**config.mk**
```make
export PLATFORM = sky130hd
export DESIGN_NAME = pcld_device_flat
export DESIGN_NICKNAME = d
export VERILOG_FILES = /design/src/pcld_pkg.sv /design/src/pcld_link_if.sv /design/src/pcld_device.sv /design/src/flat_wrapper.sv
export SDC_FILE = /design/constraint.sdc
export NUM_CORES = 1
export LEC_CHECK = 0
export ABC_AREA = 1
export BUFFER_PORTS_ARGS = -buffer_cell sky130_fd_sc_hd__buf_2
export CAP_MARGIN = 15
export CORE_MARGIN = 3
export CORE_UTILIZATION = 45
export CTS_CLUSTER_DIAMETER = 40
export DETAILED_ROUTE_END_ITERATION = 6
export PLACE_DENSITY = 0.59
export SETUP_SLACK_MARGIN = 0.4
export SYNTH_ARGS = -nofsm -noshare
export SYNTH_HDL_FRONTEND = slang
export SYNTH_SLANG_ARGS = --single-unit
```
**constraint.sdc**
```tcl
create_clock -name ref_clk_i -period 5 [get_ports ref_clk_i]
set_input_delay 0.25 -clock ref_clk_i [delete_from_list [all_inputs] [get_ports ref_clk_i]]
set_output_delay 0.25 -clock ref_clk_i [all_outputs]
set_load 0.01 [all_outputs]
```
**src/pcld_pkg.sv**
```systemverilog
// pcld_pkg: constants and types shared by both ends of the pulse-count link
// assumes a single 250 MHz clock on both ends
package pcld_pkg;
    // clock rate
    localparam int CLK_MHZ         = 250;
    // times in their own units
    localparam int T_OFF_NS        = 1500000;  // low time that means shutdown
    localparam int T_PUMP_US       = 400;      // 1x to 1.5x delay
    localparam int T_SETUP_NS      = 10000;    // high time before first pulse
    localparam int T_PULSE_NS      = 1000;     // host pulse low/high time
    // derived cycle counts
    localparam int OFF_CYC   = (T_OFF_NS * CLK_MHZ + 999) / 1000;
    localparam int PUMP_CYC  = T_PUMP_US * CLK_MHZ;
    localparam int SETUP_CYC = (T_SETUP_NS * CLK_MHZ + 999) / 1000;
    localparam int PULSE_CYC = (T_PULSE_NS * CLK_MHZ + 999) / 1000;
    // widths
    localparam int CNT_W           = 20;
    localparam int LVL_W           = 5;
    localparam int CUR_W           = 11;       // current in units of 0.1 mA
    localparam logic [LVL_W-1:0] LVL_ZERO = 5'h1F;  // level 31 is 0 mA
    localparam logic [LVL_W-1:0] LVL_FULL = 5'h00;  // level 0 is 150 mA

    // charge pump mode
    typedef enum logic [1:0]
    {
        PCLD_PUMP_OFF  = 2'b00,
        PCLD_PUMP_ONE  = 2'b01,
        PCLD_PUMP_HALF = 2'b10
    } pcld_pump_e;

    // current per level in 0.1 mA, level k is pulse count k+1
    function automatic logic [CUR_W-1:0] pcld_current(
        input logic [LVL_W-1:0] lvl);
        logic [CUR_W-1:0] tab [32];
        tab = '{11'h5DC, 11'h5AA, 11'h578, 11'h54B, 11'h51E, 11'h4EC,
                11'h4BA, 11'h488, 11'h456, 11'h429, 11'h3F7, 11'h3CA,
                11'h398, 11'h366, 11'h334, 11'h307, 11'h2D5, 11'h2A8,
                11'h276, 11'h244, 11'h212, 11'h1E5, 11'h1B3, 11'h186,
                11'h154, 11'h122, 11'h0F0, 11'h0BE, 11'h091, 11'h064,
                11'h032, 11'h000};
        return tab[lvl];
    endfunction : pcld_current
endpackage : pcld_pkg

```
**src/pcld_link_if.sv**
```systemverilog
// pcld_link_if: the one enable/dim wire between host and device
// assumes both ends share ref_clk_i
`timescale 1ns/100ps
interface pcld_link_if;
    logic enable_dim_input;  // driven by the host, active high

    modport host   (output enable_dim_input);
    modport device (input  enable_dim_input);
endinterface : pcld_link_if

```
**src/pcld_device.sv**
```systemverilog
// pcld_device: pulse-counting dimmer and charge pump mode sequencer
// assumes the link wire is asynchronous; analog stages sit outside
`timescale 1ns/100ps
module pcld_device
    import pcld_pkg::*;
(
    // clock, reset, enable
    input  wire logic             ref_clk_i,
    input  wire logic             reset_i,
    input  wire logic             clk_en_i,
    // link
    pcld_link_if.device           link,
    // analog status
    input  wire logic             undervoltage_lockout_i,
    input  wire logic             pump_low_i,   // 1x cannot regulate
    // outputs
    output logic                  enabled_o,
    output logic [CUR_W-1:0]      led_sink_one_o,
    output logic [CUR_W-1:0]      led_sink_two_o,
    output logic                  led_sink_one_oe_n_o,
    output logic                  led_sink_two_oe_n_o,
    output pcld_pump_e            pump_mode_o
);
    typedef struct packed {
        logic [2:0]       sync;
        logic             in_lvl;
        logic             on;
        logic             lit;
        logic [LVL_W-1:0] lvl;
        logic [CNT_W-1:0] low_cnt;
        logic [CNT_W-1:0] pump_cnt;
        pcld_pump_e       pump;
        logic [CUR_W-1:0] cur;
        logic             hiz;
    } pcld_dev_s;

    pcld_dev_s st_q;
    pcld_dev_s st_d;
    logic      fall;

    // next-state logic
    always_comb
    begin
        st_d = st_q;
        fall = 1'b0;
        st_d.sync = {st_q.sync[1:0], link.enable_dim_input};
        if (st_q.sync[2] == st_q.sync[1])
        begin
            fall = st_q.in_lvl & ~st_q.sync[2];
            st_d.in_lvl = st_q.sync[2];
        end
        // low period measurement
        if (st_q.in_lvl)
            st_d.low_cnt = '0;
        else if (st_q.low_cnt != CNT_W'(OFF_CYC))
            st_d.low_cnt = st_q.low_cnt + 1'b1;
        if (!st_q.on && st_q.in_lvl)
        begin
            st_d.on = 1'b1;
            st_d.lit = 1'b0;
            st_d.lvl = LVL_ZERO;
            st_d.pump = PCLD_PUMP_ONE;
            st_d.pump_cnt = '0;
        end
        else if (st_q.on && fall)
        begin
            if (!st_q.lit || st_q.lvl == LVL_ZERO)
                st_d.lvl = LVL_FULL;
            else
                st_d.lvl = st_q.lvl + 1'b1;
            st_d.lit = 1'b1;
        end
        if (st_q.on && !st_q.in_lvl && st_q.low_cnt == CNT_W'(OFF_CYC))
        begin
            st_d.on = 1'b0;
            st_d.lit = 1'b0;
            st_d.lvl = LVL_ZERO;
            st_d.pump = PCLD_PUMP_OFF;
        end
        // pump mode sequencing
        if (st_q.pump == PCLD_PUMP_ONE)
        begin
            if (!pump_low_i)
                st_d.pump_cnt = '0;
            else if (st_q.pump_cnt == CNT_W'(PUMP_CYC - 1))
                st_d.pump = PCLD_PUMP_HALF;
            else
                st_d.pump_cnt = st_q.pump_cnt + 1'b1;
        end
        if (undervoltage_lockout_i)
        begin
            st_d.lit = 1'b0;
            st_d.lvl = LVL_ZERO;
        end
        // shared current for both sinks from the table
        st_d.cur = st_d.lit ? pcld_current(st_d.lvl) : '0;
        st_d.hiz = !st_d.on || undervoltage_lockout_i;
    end

    // state register
    always_ff @(posedge ref_clk_i or posedge reset_i)
    begin
        if (reset_i)
        begin
            st_q      <= '0;
            st_q.lvl  <= LVL_ZERO;
            st_q.hiz  <= 1'b1;
        end
        else if (clk_en_i)
            st_q <= st_d;
    end

    assign enabled_o           = st_q.on;
    assign led_sink_one_o      = st_q.cur;
    assign led_sink_two_o      = st_q.cur;
    assign led_sink_one_oe_n_o = st_q.hiz;
    assign led_sink_two_oe_n_o = st_q.hiz;
    assign pump_mode_o         = st_q.pump;
endmodule : pcld_device

```
**src/flat_wrapper.sv**
```systemverilog
// flat-port wrapper written by rule: the top's interface ports become plain ports
module pcld_device_flat import pcld_pkg::*;
  (ref_clk_i, reset_i, clk_en_i, undervoltage_lockout_i, pump_low_i, enabled_o, led_sink_one_o, led_sink_two_o, led_sink_one_oe_n_o, led_sink_two_oe_n_o, pump_mode_o, link_enable_dim_input);
  pcld_link_if link_i ();
  input  wire logic ref_clk_i;
  input  wire logic reset_i;
  input  wire logic clk_en_i;
  input  wire logic undervoltage_lockout_i;
  input  wire logic pump_low_i;
  output logic enabled_o;
  output logic [CUR_W-1:0] led_sink_one_o;
  output logic [CUR_W-1:0] led_sink_two_o;
  output logic led_sink_one_oe_n_o;
  output logic led_sink_two_oe_n_o;
  output pcld_pump_e pump_mode_o;
  input wire logic [$bits(link_i.enable_dim_input)-1:0] link_enable_dim_input;
  assign link_i.enable_dim_input = link_enable_dim_input;
  pcld_device u_core (.ref_clk_i(ref_clk_i), .reset_i(reset_i), .clk_en_i(clk_en_i), .link(link_i), .undervoltage_lockout_i(undervoltage_lockout_i), .pump_low_i(pump_low_i), .enabled_o(enabled_o), .led_sink_one_o(led_sink_one_o), .led_sink_two_o(led_sink_two_o), .led_sink_one_oe_n_o(led_sink_one_oe_n_o), .led_sink_two_oe_n_o(led_sink_two_oe_n_o), .pump_mode_o(pump_mode_o));
endmodule
```
==> metrics.cfg, run 1 <==
[floorplan]
start_util_pct=47.4
rows=35
fp.dieH_um=106
io_pins=33
dieArea_um2=11100
core-area_um2=9420
die_x_um=106

[finish]
final_common_cell=nand2_1
syn2layout_area_growth_pct=7.21
drive_gt1_share_pct=13.6
regArea_um2=1630
nFillCells=975
multi_input_area_um2=2270
finalNetCount=665
antenna_cells=0
final_cell_mix=nand2_1 (171), inv_1 (64), nor2_1 (60), dfrtp_1 (59), nand3_1 (49)
design_area_um2=4780
finish.utilization_pct=50.8

[sta]
setup_violations=0
tightest_slew_ns=0.825
fin_ws_ns=1.85
period_minus_slack_ns=3.15
max-slew-margin-rel_pct=45.0
post-route-period-util_pct=63.0
maxSlewViolCount=0
hold_viol=0
max_clock_freq_mhz=318
holdWs_ns=0.120
finalSetupTns_ns=0
rsz0062_at_grt=no
skew_ns=0.0110

[setup_path]
r2r-start=u_core.st_q[61]$_DFFE_PP0P_
crit_type=register to register
worst-r2r-setup-slack_ns=1.85
cp_slowest_stage_delay_ns=0.62
critPathSlowestCell=nor2_1
required_ns=5.22
worstSetupStartpointType=register
worst-path-max-fanout=12
r2r_end=u_core.led_sink_one_o[4]$_DFFE_PP0P_
crit_path_end_kind=register
cp_data_arrival_time_ns=3.37
cp_common_cell=nand2_1
reg2reg_depth=16
path_cells=inv_2 -> nor2_1 -> nor2_2 -> nand2_1 -> nor2_2 -> nand2_1 -> inv_2 -> ha_1 -> nor2_1 -> nor2_1 -> nor2_1 -> o21ai_0 -> nand2_1 -> nand2_1 -> nand2_1 -> nand2_1

[clocking]
root_buffer=clkbuf_8
cts_tree=built
numCtsBuffers=9
htreeDepth=3
clockBufferDepth=2
cts_resized=0
ctsHoldBuffers=0
clk_pin_slew_ns=0.08
cts_sinks=65
post_cts_buffers=0
clock_latency_ns=0.34

[pwr]
switching_share_pct=34.7
clkPwrFrac_pct=33.8
netSwitchingPower_uw=568
combPwrFrac_pct=25.5
seq_power_share_pct=40.8
p_leak_uw=0.00227
intPower_uw=1070
power.density_nw_per_um2=342
peakVddDrop_mv=0.153

[grt]
grt_overflow_total=0
grt_pass1_vias=3897
antenna_found_initial=0
track_usage_pct=20.8
grt_pass1_wl_mm=18.9
grt_max_degree=66

[synthesis]
synth-seq-cells=65
syn_avg_cell_area_um2=6.92
async_reset_ff_share_pct=100
yosysSeqAreaShare_pct=36.6
synthDistinctLibCells=36
synth_cells=644
synth_warnings=0
synth-edff-count=0
ys.flop_type=dfrtp_1
syn_area_um2=4460
syn-num-nets=660

[placement]
place_area_um2=4540
dp_hpwl_mm=7.88
gp_congestion=0.901
io_buffers=32
pre_cts_slack_ns=1.93

[hold_path]
min_from=link_enable_dim_input
holdPathEnd=u_core.st_d[63]$_DFFE_PP0P_
holdPathStages=3
hold_class=input port to register

[drt]
first_pass_iters=5
vias=4149
viasPerCell=5.30
drc_errors=0
avgRoutedWirePerCell_um=14.1
route.final.wire_length_mm=11.0
drt_iter0_markers=291
ant_nets=0

[outcome]
status=finished, final reports clean

[run]
max_cap_violations=0

layer usage:
metal | part of all wire (%) | up-vias | track usage [%]
met3 | 4.7 | 10 | 4.04
met4 | 1.1 | 0 | 4.63
met2 | 45 | 130 | 33.0
met5 | 0 | - | 0
met1 | 49 | 1909 | 29.4
li1 | - | 2100 | -
stage by stage:
stage / total power (uW) / instances
5_1_grt: 1750 / 783
2_1_floorplan: 991 / 644
3_5_place_dp: 1090 / 767
6_report: 1640 / 783
3_3_place_gp: 1090 / 767
4_1_cts: 1660 / 783
state kept, by name, summed over array words and instances (netlist names):
name / count
u_core.enabled_o: 1
u_core.led_sink_one_o: 11
u_core.led_sink_one_oe_n_o: 1
u_core.pump_mode_o: 2
u_core.st_d: 2
u_core.st_q: 48
critical path, delay by kind of cell, from the launching register on:
| kind | cells | cell delay [ns] |
|---|---|---|
| AOI/OAI and AO/OA | 1 | 0.12 |
| and+or+nand+nor | 12 | 1.98 |
| buffers and inverters | 2 | 0.17 |
| DFF | 1 | 0.52 |
| adders and majority gates | 1 | 0.24 |
area by class of cell:
type	instances	share of cell area, %
clock inverters	5	2.15
well taps	129	3.38
repair buffers	34	3.66
flip-flops and latches	65	34.2
multi-input cells	460	47.5
clock buffers	11	2.96
inverters	79	6.20
cells by family after synthesis:
family                   after synthesis  synth area share [%]
flip-flops                            65                  36.6
XOR/XNOR                               6                  1.18
buffers and inverters                119                  12.5
AND/OR/NAND/NOR                      343                  34.2
AO/OA/AOI/OAI                        101                  12.7
adder cells (fa/ha/maj)               10                  2.81
cell usage after synthesis, types with 10 or more instances:
library cell  count  share of area (%)
nor3_1           16                1.8
nor2_1           60                5.1
nand3_1          49                5.5
inv_2            13                1.1
buf_4            27                4.5
o21ai_0          44                4.9
inv_1            65                5.5
a21oi_1          24                2.7
ha_1             10                2.8
nand4_1          20                2.8
dfrtp_1          59                 33
nand2_1         171                 14
worst max path at each step:
stage,from,end,slack (ns),depth (start not counted)
floorplan,u_core.st_q[54]$_DFFE_PP1P_,u_core.led_sink_one_o[4]$_DFFE_PP0P_,2.51,19
global placement,u_core.st_q[61]$_DFFE_PP0P_,u_core.led_sink_one_o[4]$_DFFE_PP0P_,2.08,16
detailed placement,u_core.st_q[61]$_DFFE_PP0P_,u_core.led_sink_one_o[4]$_DFFE_PP0P_,1.93,16
CTS,u_core.st_q[61]$_DFFE_PP0P_,u_core.led_sink_one_o[4]$_DFFE_PP0P_,1.91,16
global route,u_core.st_q[61]$_DFFE_PP0P_,u_core.led_sink_one_o[4]$_DFFE_PP0P_,1.62,16
finish,u_core.st_q[61]$_DFFE_PP0P_,u_core.led_sink_one_o[4]$_DFFE_PP0P_,1.85,16
power groups by stage:
stage	Clock (uW)	Combinational (uW)	Sequential [uW]
finish	553	416	667
CTS	572	418	667
global route	589	485	677
floorplan	0	336	655
global placement	0	412	675
detailed placement	0	416	676
Note: power is estimated with default switching activity, not from simulation.
==> inputs of run 2 (changes only) <==
--- a/config.mk
+++ b/config.mk
@@ -5,14 +5,14 @@
 export SDC_FILE = /design/constraint.sdc
 export NUM_CORES = 1
 export LEC_CHECK = 0
-export ABC_AREA = 1
+export ABC_AREA = 0
 export BUFFER_PORTS_ARGS = -buffer_cell sky130_fd_sc_hd__buf_2
 export CAP_MARGIN = 15
 export CORE_MARGIN = 3
 export CORE_UTILIZATION = 45
 export CTS_CLUSTER_DIAMETER = 40
 export DETAILED_ROUTE_END_ITERATION = 6
-export PLACE_DENSITY = 0.59
+export PLACE_DENSITY = 0.61
 export SETUP_SLACK_MARGIN = 0.4
 export SYNTH_ARGS = -nofsm -noshare
 export SYNTH_HDL_FRONTEND = slang
==> constraint.sdc (replaced) <==
create_clock -name ref_clk_i -period 2.74 [get_ports ref_clk_i]
set_input_delay 0.137 -clock ref_clk_i [delete_from_list [all_inputs] [get_ports ref_clk_i]]
set_output_delay 0.137 -clock ref_clk_i [all_outputs]
set_load 0.01 [all_outputs]
==> run 2 against run 1 <==
The run now ends with setup timing left. Final cell count fell by 14%. Sequential share of layout area is 2.9 points lower. Clock power grew 41%. Register-to-register slack got worse by 1.9 ns. Area after synthesis shrank 4.0%. Non-clock buffer count increased by 55. Via count is 6.8% lower. Critical path type unchanged. Critical endpoint is now u_core.led_sink_one_o[2]$_DFFE_PP0P_.
==> metrics.cfg, run 2 <==
[placement]
dp_hpwl_mm=7.94
gp_congestion=0.917
place_area_um2=4760
dp.cells=648
io_buffers=32

[sta]
setup_violations=3
skew_ns=0.0105
post-route-period-util_pct=104
maxSlewViolCount=0
finalSetupTns_ns=-0.165
max-slew-margin-rel_pct=49.2
tightest_slew_ns=0.752
rsz0062_at_grt=yes
period_minus_slack_ns=2.84
max_clock_freq_mhz=353
hold_viol=0
fin_ws_ns=-0.0962

[clocking]
cts_tree=built
clk_pin_slew_ns=0.07
numCtsBuffers=9
cts_sinks=65
clockBufferDepth=2
clock_latency_ns=0.35
htreeDepth=3
root_buffer=clkbuf_8

[synthesis]
syn_avg_cell_area_um2=8.72
yosys.cell_count.top_type=dfrtp_1
synth-edff-count=0
synthDistinctLibCells=62
synth_common_cells=dfrtp_1 (59), nand2_1 (42), o21ai_0 (42)
synth-seq-cells=65
async_reset_ff_share_pct=100
synth_cells=491
syn_area_um2=4280
yosysTopAreaCellShare_pct=34.5
syn-num-nets=507
synth_warnings=0
synth_top_area_cell=dfrtp_1
yosysSeqAreaShare_pct=38.2
ys.flop_type=dfrtp_1
synth_area_leaders=dfrtp_1 (35%), o21ai_0 (4.9%), buf_4 (4.4%), dfstp_2 (3.7%), nand2_1 (3.7%)

[floorplan]
die_x_um=104
dieArea_um2=10700
rows=34
core-area_um2=8980
fp.dieH_um=104
start_util_pct=47.7
io_pins=33

[setup_path]
cp_slowest_stage_delay_ns=0.51
critPathSlowestCell=or4b_1
critPathTopFamily=simple AND/OR/NAND/NOR gates
crit_path_end_kind=register
critical_path_buf_inv_count=0
worst-path-max-fanout=4
cp_data_arrival_time_ns=3.05
crit_type=register to register
path_cells=or4b_1 -> or4_4 -> o21a_4 -> and2_4 -> ha_4 -> or4_1 -> a31oi_1 -> a211oi_2
worstSetupStartpointType=register
required_ns=2.96

[grt]
grt_pass1_vias=3741
track_usage_pct=21.1
antenna_found_initial=0
grt_overflow_total=0
grt_max_degree=35
grt_pass1_wl_mm=18.8

[drt]
vias=3866
first_pass_iters=4
viasPerCell=5.74
drt_iter0_markers=195
ant_nets=0
drc_errors=0
avgRoutedWirePerCell_um=16.7
route.final.wire_length_mm=11.2

[finish]
top_register=u_core.st_q
nFillCells=786
design_area_um2=5230
finish.utilization_pct=58.3
largest_reg_flops=48
final_cell_mix=dfrtp_1 (59), buf_4 (49), nand2_1 (41), o21ai_0 (36), nor2_1 (34)
finalNetCount=558
antenna_cells=0
drive_gt1_share_pct=28.9
instances_no_fill=673
final_common_cell=dfrtp_1
syn2layout_area_growth_pct=22.3

[hold_path]
hold_class=input port to register

[outcome]
violations=setup timing
status=complete, but fails checks

[pwr]
power.density_nw_per_um2=676
p_leak_uw=0.00217
peakVddDrop_mv=0.346

[run]
max_cap_violations=0

==> run 2: cell types whose count changed after synthesis, moves of 13 or more <==
cell     previous run  this run
mux2i_1             0        13
inv_1              65         8
nand2_1           171        42
inv_2              13         0
xnor2_1             0        16
nor2_1             60        39
nand3_1            49        16
==> run 2: worst paths after layout <==
check	startpoint	endpoint	slack, ns	cells past startpoint
min reg2reg	u_core.led_sink_one_o[8]$_DFFE_PP0P_	u_core.led_sink_one_o[8]$_DFFE_PP0P_	0.50	1
max in group asynchronous	reset_i	u_core.st_q[58]$_DFFE_PP1P_	1.59	4
max	u_core.st_q[61]$_DFFE_PP0P_	u_core.led_sink_one_o[2]$_DFFE_PP0P_	-0.1	8
min	link_enable_dim_input	u_core.st_d[63]$_DFFE_PP0P_	0.04	2
max reg2reg	u_core.st_q[61]$_DFFE_PP0P_	u_core.led_sink_one_o[2]$_DFFE_PP0P_	-0.1	8
min in group asynchronous	reset_i	u_core.st_q[49]$_DFFE_PP0P_	0.45	3
==> run 2: final cells by class <==
class                   count  area (um^2)  share of cell area [%]
flip-flops and latches     65         1630                    31.2
clock buffers              14          173                    3.30
multi-input cells         368         2590                    49.5
inverters                   9         38.8                   0.741
well taps                 126          158                    3.01
repair buffers             89          626                    12.0
clock inverters             2         12.5                   0.239
==> run 2: metrics by stage <==
| step | power [uW] | hold WS (ns) | setup WS (ns) |
|---|---|---|---|
| after floorplan | 2160 | 0.289 | -0.178 |
| after global placement | 2580 | 0.304 | -0.0844 |
| after detailed placement | 2610 | 0.303 | -0.101 |
| after CTS | 3470 | 0.0253 | -0.0889 |
| after global routing | 3760 | 0.0267 | -0.186 |
| final | 3540 | 0.0360 | -0.0962 |
==> run 2: metal layers <==
| metal | vias to the layer above | track usage [%] | wire length, um |
|---|---|---|---|
| met5 | - | 0 | 0 |
| met4 | 0 | 6.36 | 140 |
| met3 | 15 | 4.04 | 525 |
| met2 | 96 | 33.8 | 5340 |
| met1 | 1873 | 29.2 | 5220 |
| li1 | 1882 | - | - |
==> run 2: timing repair <==
item                       CTS  global route
setup buffers                8             0
hold buffers                 1             0
hold endpoints to repair    27             0
resized for setup           23            27
pin swaps                   13            11
setup endpoints to repair   28            35
==> run 2: cell families (layout without fill, tap and decap cells) <==
kind of cell | Yosys count | after routing | synth area share [%]
muxes | 16 | 16 | 3.83
and+or+nand+nor | 200 | 200 | 24.9
AOI/OAI and AO/OA | 126 | 126 | 19.5
buffers and inverters | 58 | 114 | 7.43
xor gates and xnor gates | 16 | 16 | 3.27
adders and majority gates | 10 | 10 | 2.92
DFF | 65 | 65 | 38.2
==> run 2: power breakdown <==
| group | total, uW | leakage (uW) | internal (uW) | switching (uW) |
|---|---|---|---|---|
| registers | 1170 | 0.000865 | 1070 | 97.3 |
| clock network | 779 | 0.0000927 | 403 | 376 |
| logic | 1590 | 0.00121 | 704 | 889 |
| total | 3540 | 0.00217 | 2180 | 1360 |
==> inputs of run 3 (changes only) <==
--- a/config.mk
+++ b/config.mk
@@ -13,6 +13,7 @@
 export CTS_CLUSTER_DIAMETER = 40
 export DETAILED_ROUTE_END_ITERATION = 6
 export PLACE_DENSITY = 0.61
+export RECOVER_POWER = 100
 export SETUP_SLACK_MARGIN = 0.4
 export SYNTH_ARGS = -nofsm -noshare
 export SYNTH_HDL_FRONTEND = slang
==> run 3 against run 2 <==
The run still ends with setup timing left. Flip-flop and latch count unchanged. Total power decreased by 1.3%. Setup slack got worse by 0.0062 ns. Wire length increased by 0.26%. Sequential share of layout area grew 0.94 points. First-iteration DRC count rose by 3.6%. Non-clock buffer count unchanged. Fmax is 0.22% lower. Critical endpoint unchanged.
==> metrics.cfg, run 3 (synthesized netlist as in run 2, its figures left out) <==
[sta]
max-slew-margin-rel_pct=17.2
tightest_slew_ns=1.24
hold_viol=0
max_clock_freq_mhz=352
skew_ns=0.0121
rsz0062_at_grt=yes
setup_violations=4
fin_ws_ns=-0.102
post-route-period-util_pct=104
maxSlewViolCount=0
period_minus_slack_ns=2.84

[run]
max_cap_violations=0

[grt]
grt_pass1_vias=3741
grt_max_degree=35
track_usage_pct=21.1
grt_overflow_total=0
grt_pass1_wl_mm=18.8
antenna_found_initial=0

[pwr]
peakVddDrop_mv=0.345
intPower_uw=2120
netSwitchingPower_uw=1370
p_leak_uw=0.00200
power_uw=3490
seq_power_share_pct=33.4
power.density_nw_per_um2=687
combPwrFrac_pct=44.2
switching_share_pct=39.2
clkPwrFrac_pct=22.4

[finish]
syn2layout_area_growth_pct=18.7
regArea_um2=1630
finish.utilization_pct=56.6
antenna_cells=0
nFillCells=826
finalNetCount=558
final_common_cell=dfrtp_1
drive_gt1_share_pct=20.3
instances_no_fill=673
top_register=u_core.st_q
multi_input_area_um2=2530
final_cell_mix=dfrtp_1 (59), nand2_1 (41), buf_4 (40), o21ai_0 (38), clkbuf_1 (38)
largest_reg_flops=48

[setup_path]
worstSetupStartpointType=register
crit_type=register to register
worst-path-max-fanout=4
cp_data_arrival_time_ns=3.06
crit_path_end_kind=register
required_ns=2.96

[drt]
vias=3899
avgRoutedWirePerCell_um=16.7
drt_iter0_markers=202
first_pass_iters=5
route.final.wire_length_mm=11.3
drc_errors=0
ant_nets=0
viasPerCell=5.79

[placement]
dp_hpwl_mm=7.94
dp.cells=648
gp_congestion=0.917
pre_cts_slack_ns=-0.101
io_buffers=32

[outcome]
status=complete, but fails checks
violations=setup timing

[floorplan]
start_util_pct=47.7
core-area_um2=8980
rows=34
fp.dieH_um=104
io_pins=33
die_x_um=104
dieArea_um2=10700

[hold_path]
hold_class=input port to register

[clocking]
root_buffer=clkbuf_8
clk_pin_slew_ns=0.07
htreeDepth=3
cts_sinks=65
cts_tree=built
clockBufferDepth=2
clock_latency_ns=0.35
numCtsBuffers=9

run 3: layout make-up:
class / count / share of cell area, %
repair buffers: 89 / 10.5
well taps: 126 / 3.10
multi-input cells: 368 / 49.8
clock buffers: 14 / 3.40
inverters: 9 / 0.764
flip-flops and latches: 65 / 32.2
clock inverters: 2 / 0.246
run 3: metrics by stage:
step	area (um^2)	hold slack (ns)	setup TNS (ns)
detailed placement	4760	0.303	-0.296
floorplan	4360	0.289	-0.403
global route	5080	0.0267	-0.737
global placement	4760	0.304	-0.129
CTS	5110	0.0253	-0.138
finish	5080	0.0301	-0.214
run 3: power groups by stage:
stage	Sequential, uW	Combinational (uW)	Clock [uW]
2_1_floorplan	1170	990	0
3_3_place_gp	1180	1400	0
3_5_place_dp	1180	1420	0
4_1_cts	1170	1510	801
5_1_grt	1180	1670	846
6_report	1170	1540	782
run 3: timing repair:
action                                  in CTS  in global routing
hold buffers                                 1                  0
hold endpoints to repair                    27                  0
endpoints found under the setup margin      28                 35
setup buffers                                8                  0
gates cloned                                 0                  0
gates resized for setup                     23                 27
pin swaps                                   13                 11
run 3: path summary, 6_finish.rpt:
path / startpoint / end / slack (ns) / cells after the start
setup reg to reg: u_core.st_q[61]$_DFFE_PP0P_ / u_core.led_sink_one_o[2]$_DFFE_PP0P_ / -0.10 / 8
hold / removal: link_enable_dim_input / u_core.st_d[63]$_DFFE_PP0P_ / 0.03 / 2
hold reg to reg: u_core.st_q[38]$_DFFE_PP0P_ / u_core.st_q[38]$_DFFE_PP0P_ / 0.50 / 1
setup / recovery: u_core.st_q[61]$_DFFE_PP0P_ / u_core.led_sink_one_o[2]$_DFFE_PP0P_ / -0.10 / 8
min in group asynchronous: reset_i / u_core.st_q[49]$_DFFE_PP0P_ / 0.67 / 3
max in group asynchronous: reset_i / u_core.st_q[31]$_DFFE_PP0P_ / 0.60 / 4
run 3: metal layers:
layer,vias up,global-route usage (%),share of wire (%)
met5,-,0,0
met4,0,6.36,1.4
met3,17,4.04,5.0
met2,103,33.8,47
met1,1895,29.2,46
li1,1884,-,-
run 3: critical path: stages, from the launching register on:
cell and delay (ns):
dfrtp_1 0.38, or4b_1 0.51, or4_4 0.50, o21a_4 0.23, and2_4 0.17, ha_4 0.22, or4_1 0.46, a31oi_1 0.20
a211oi_2 0.05
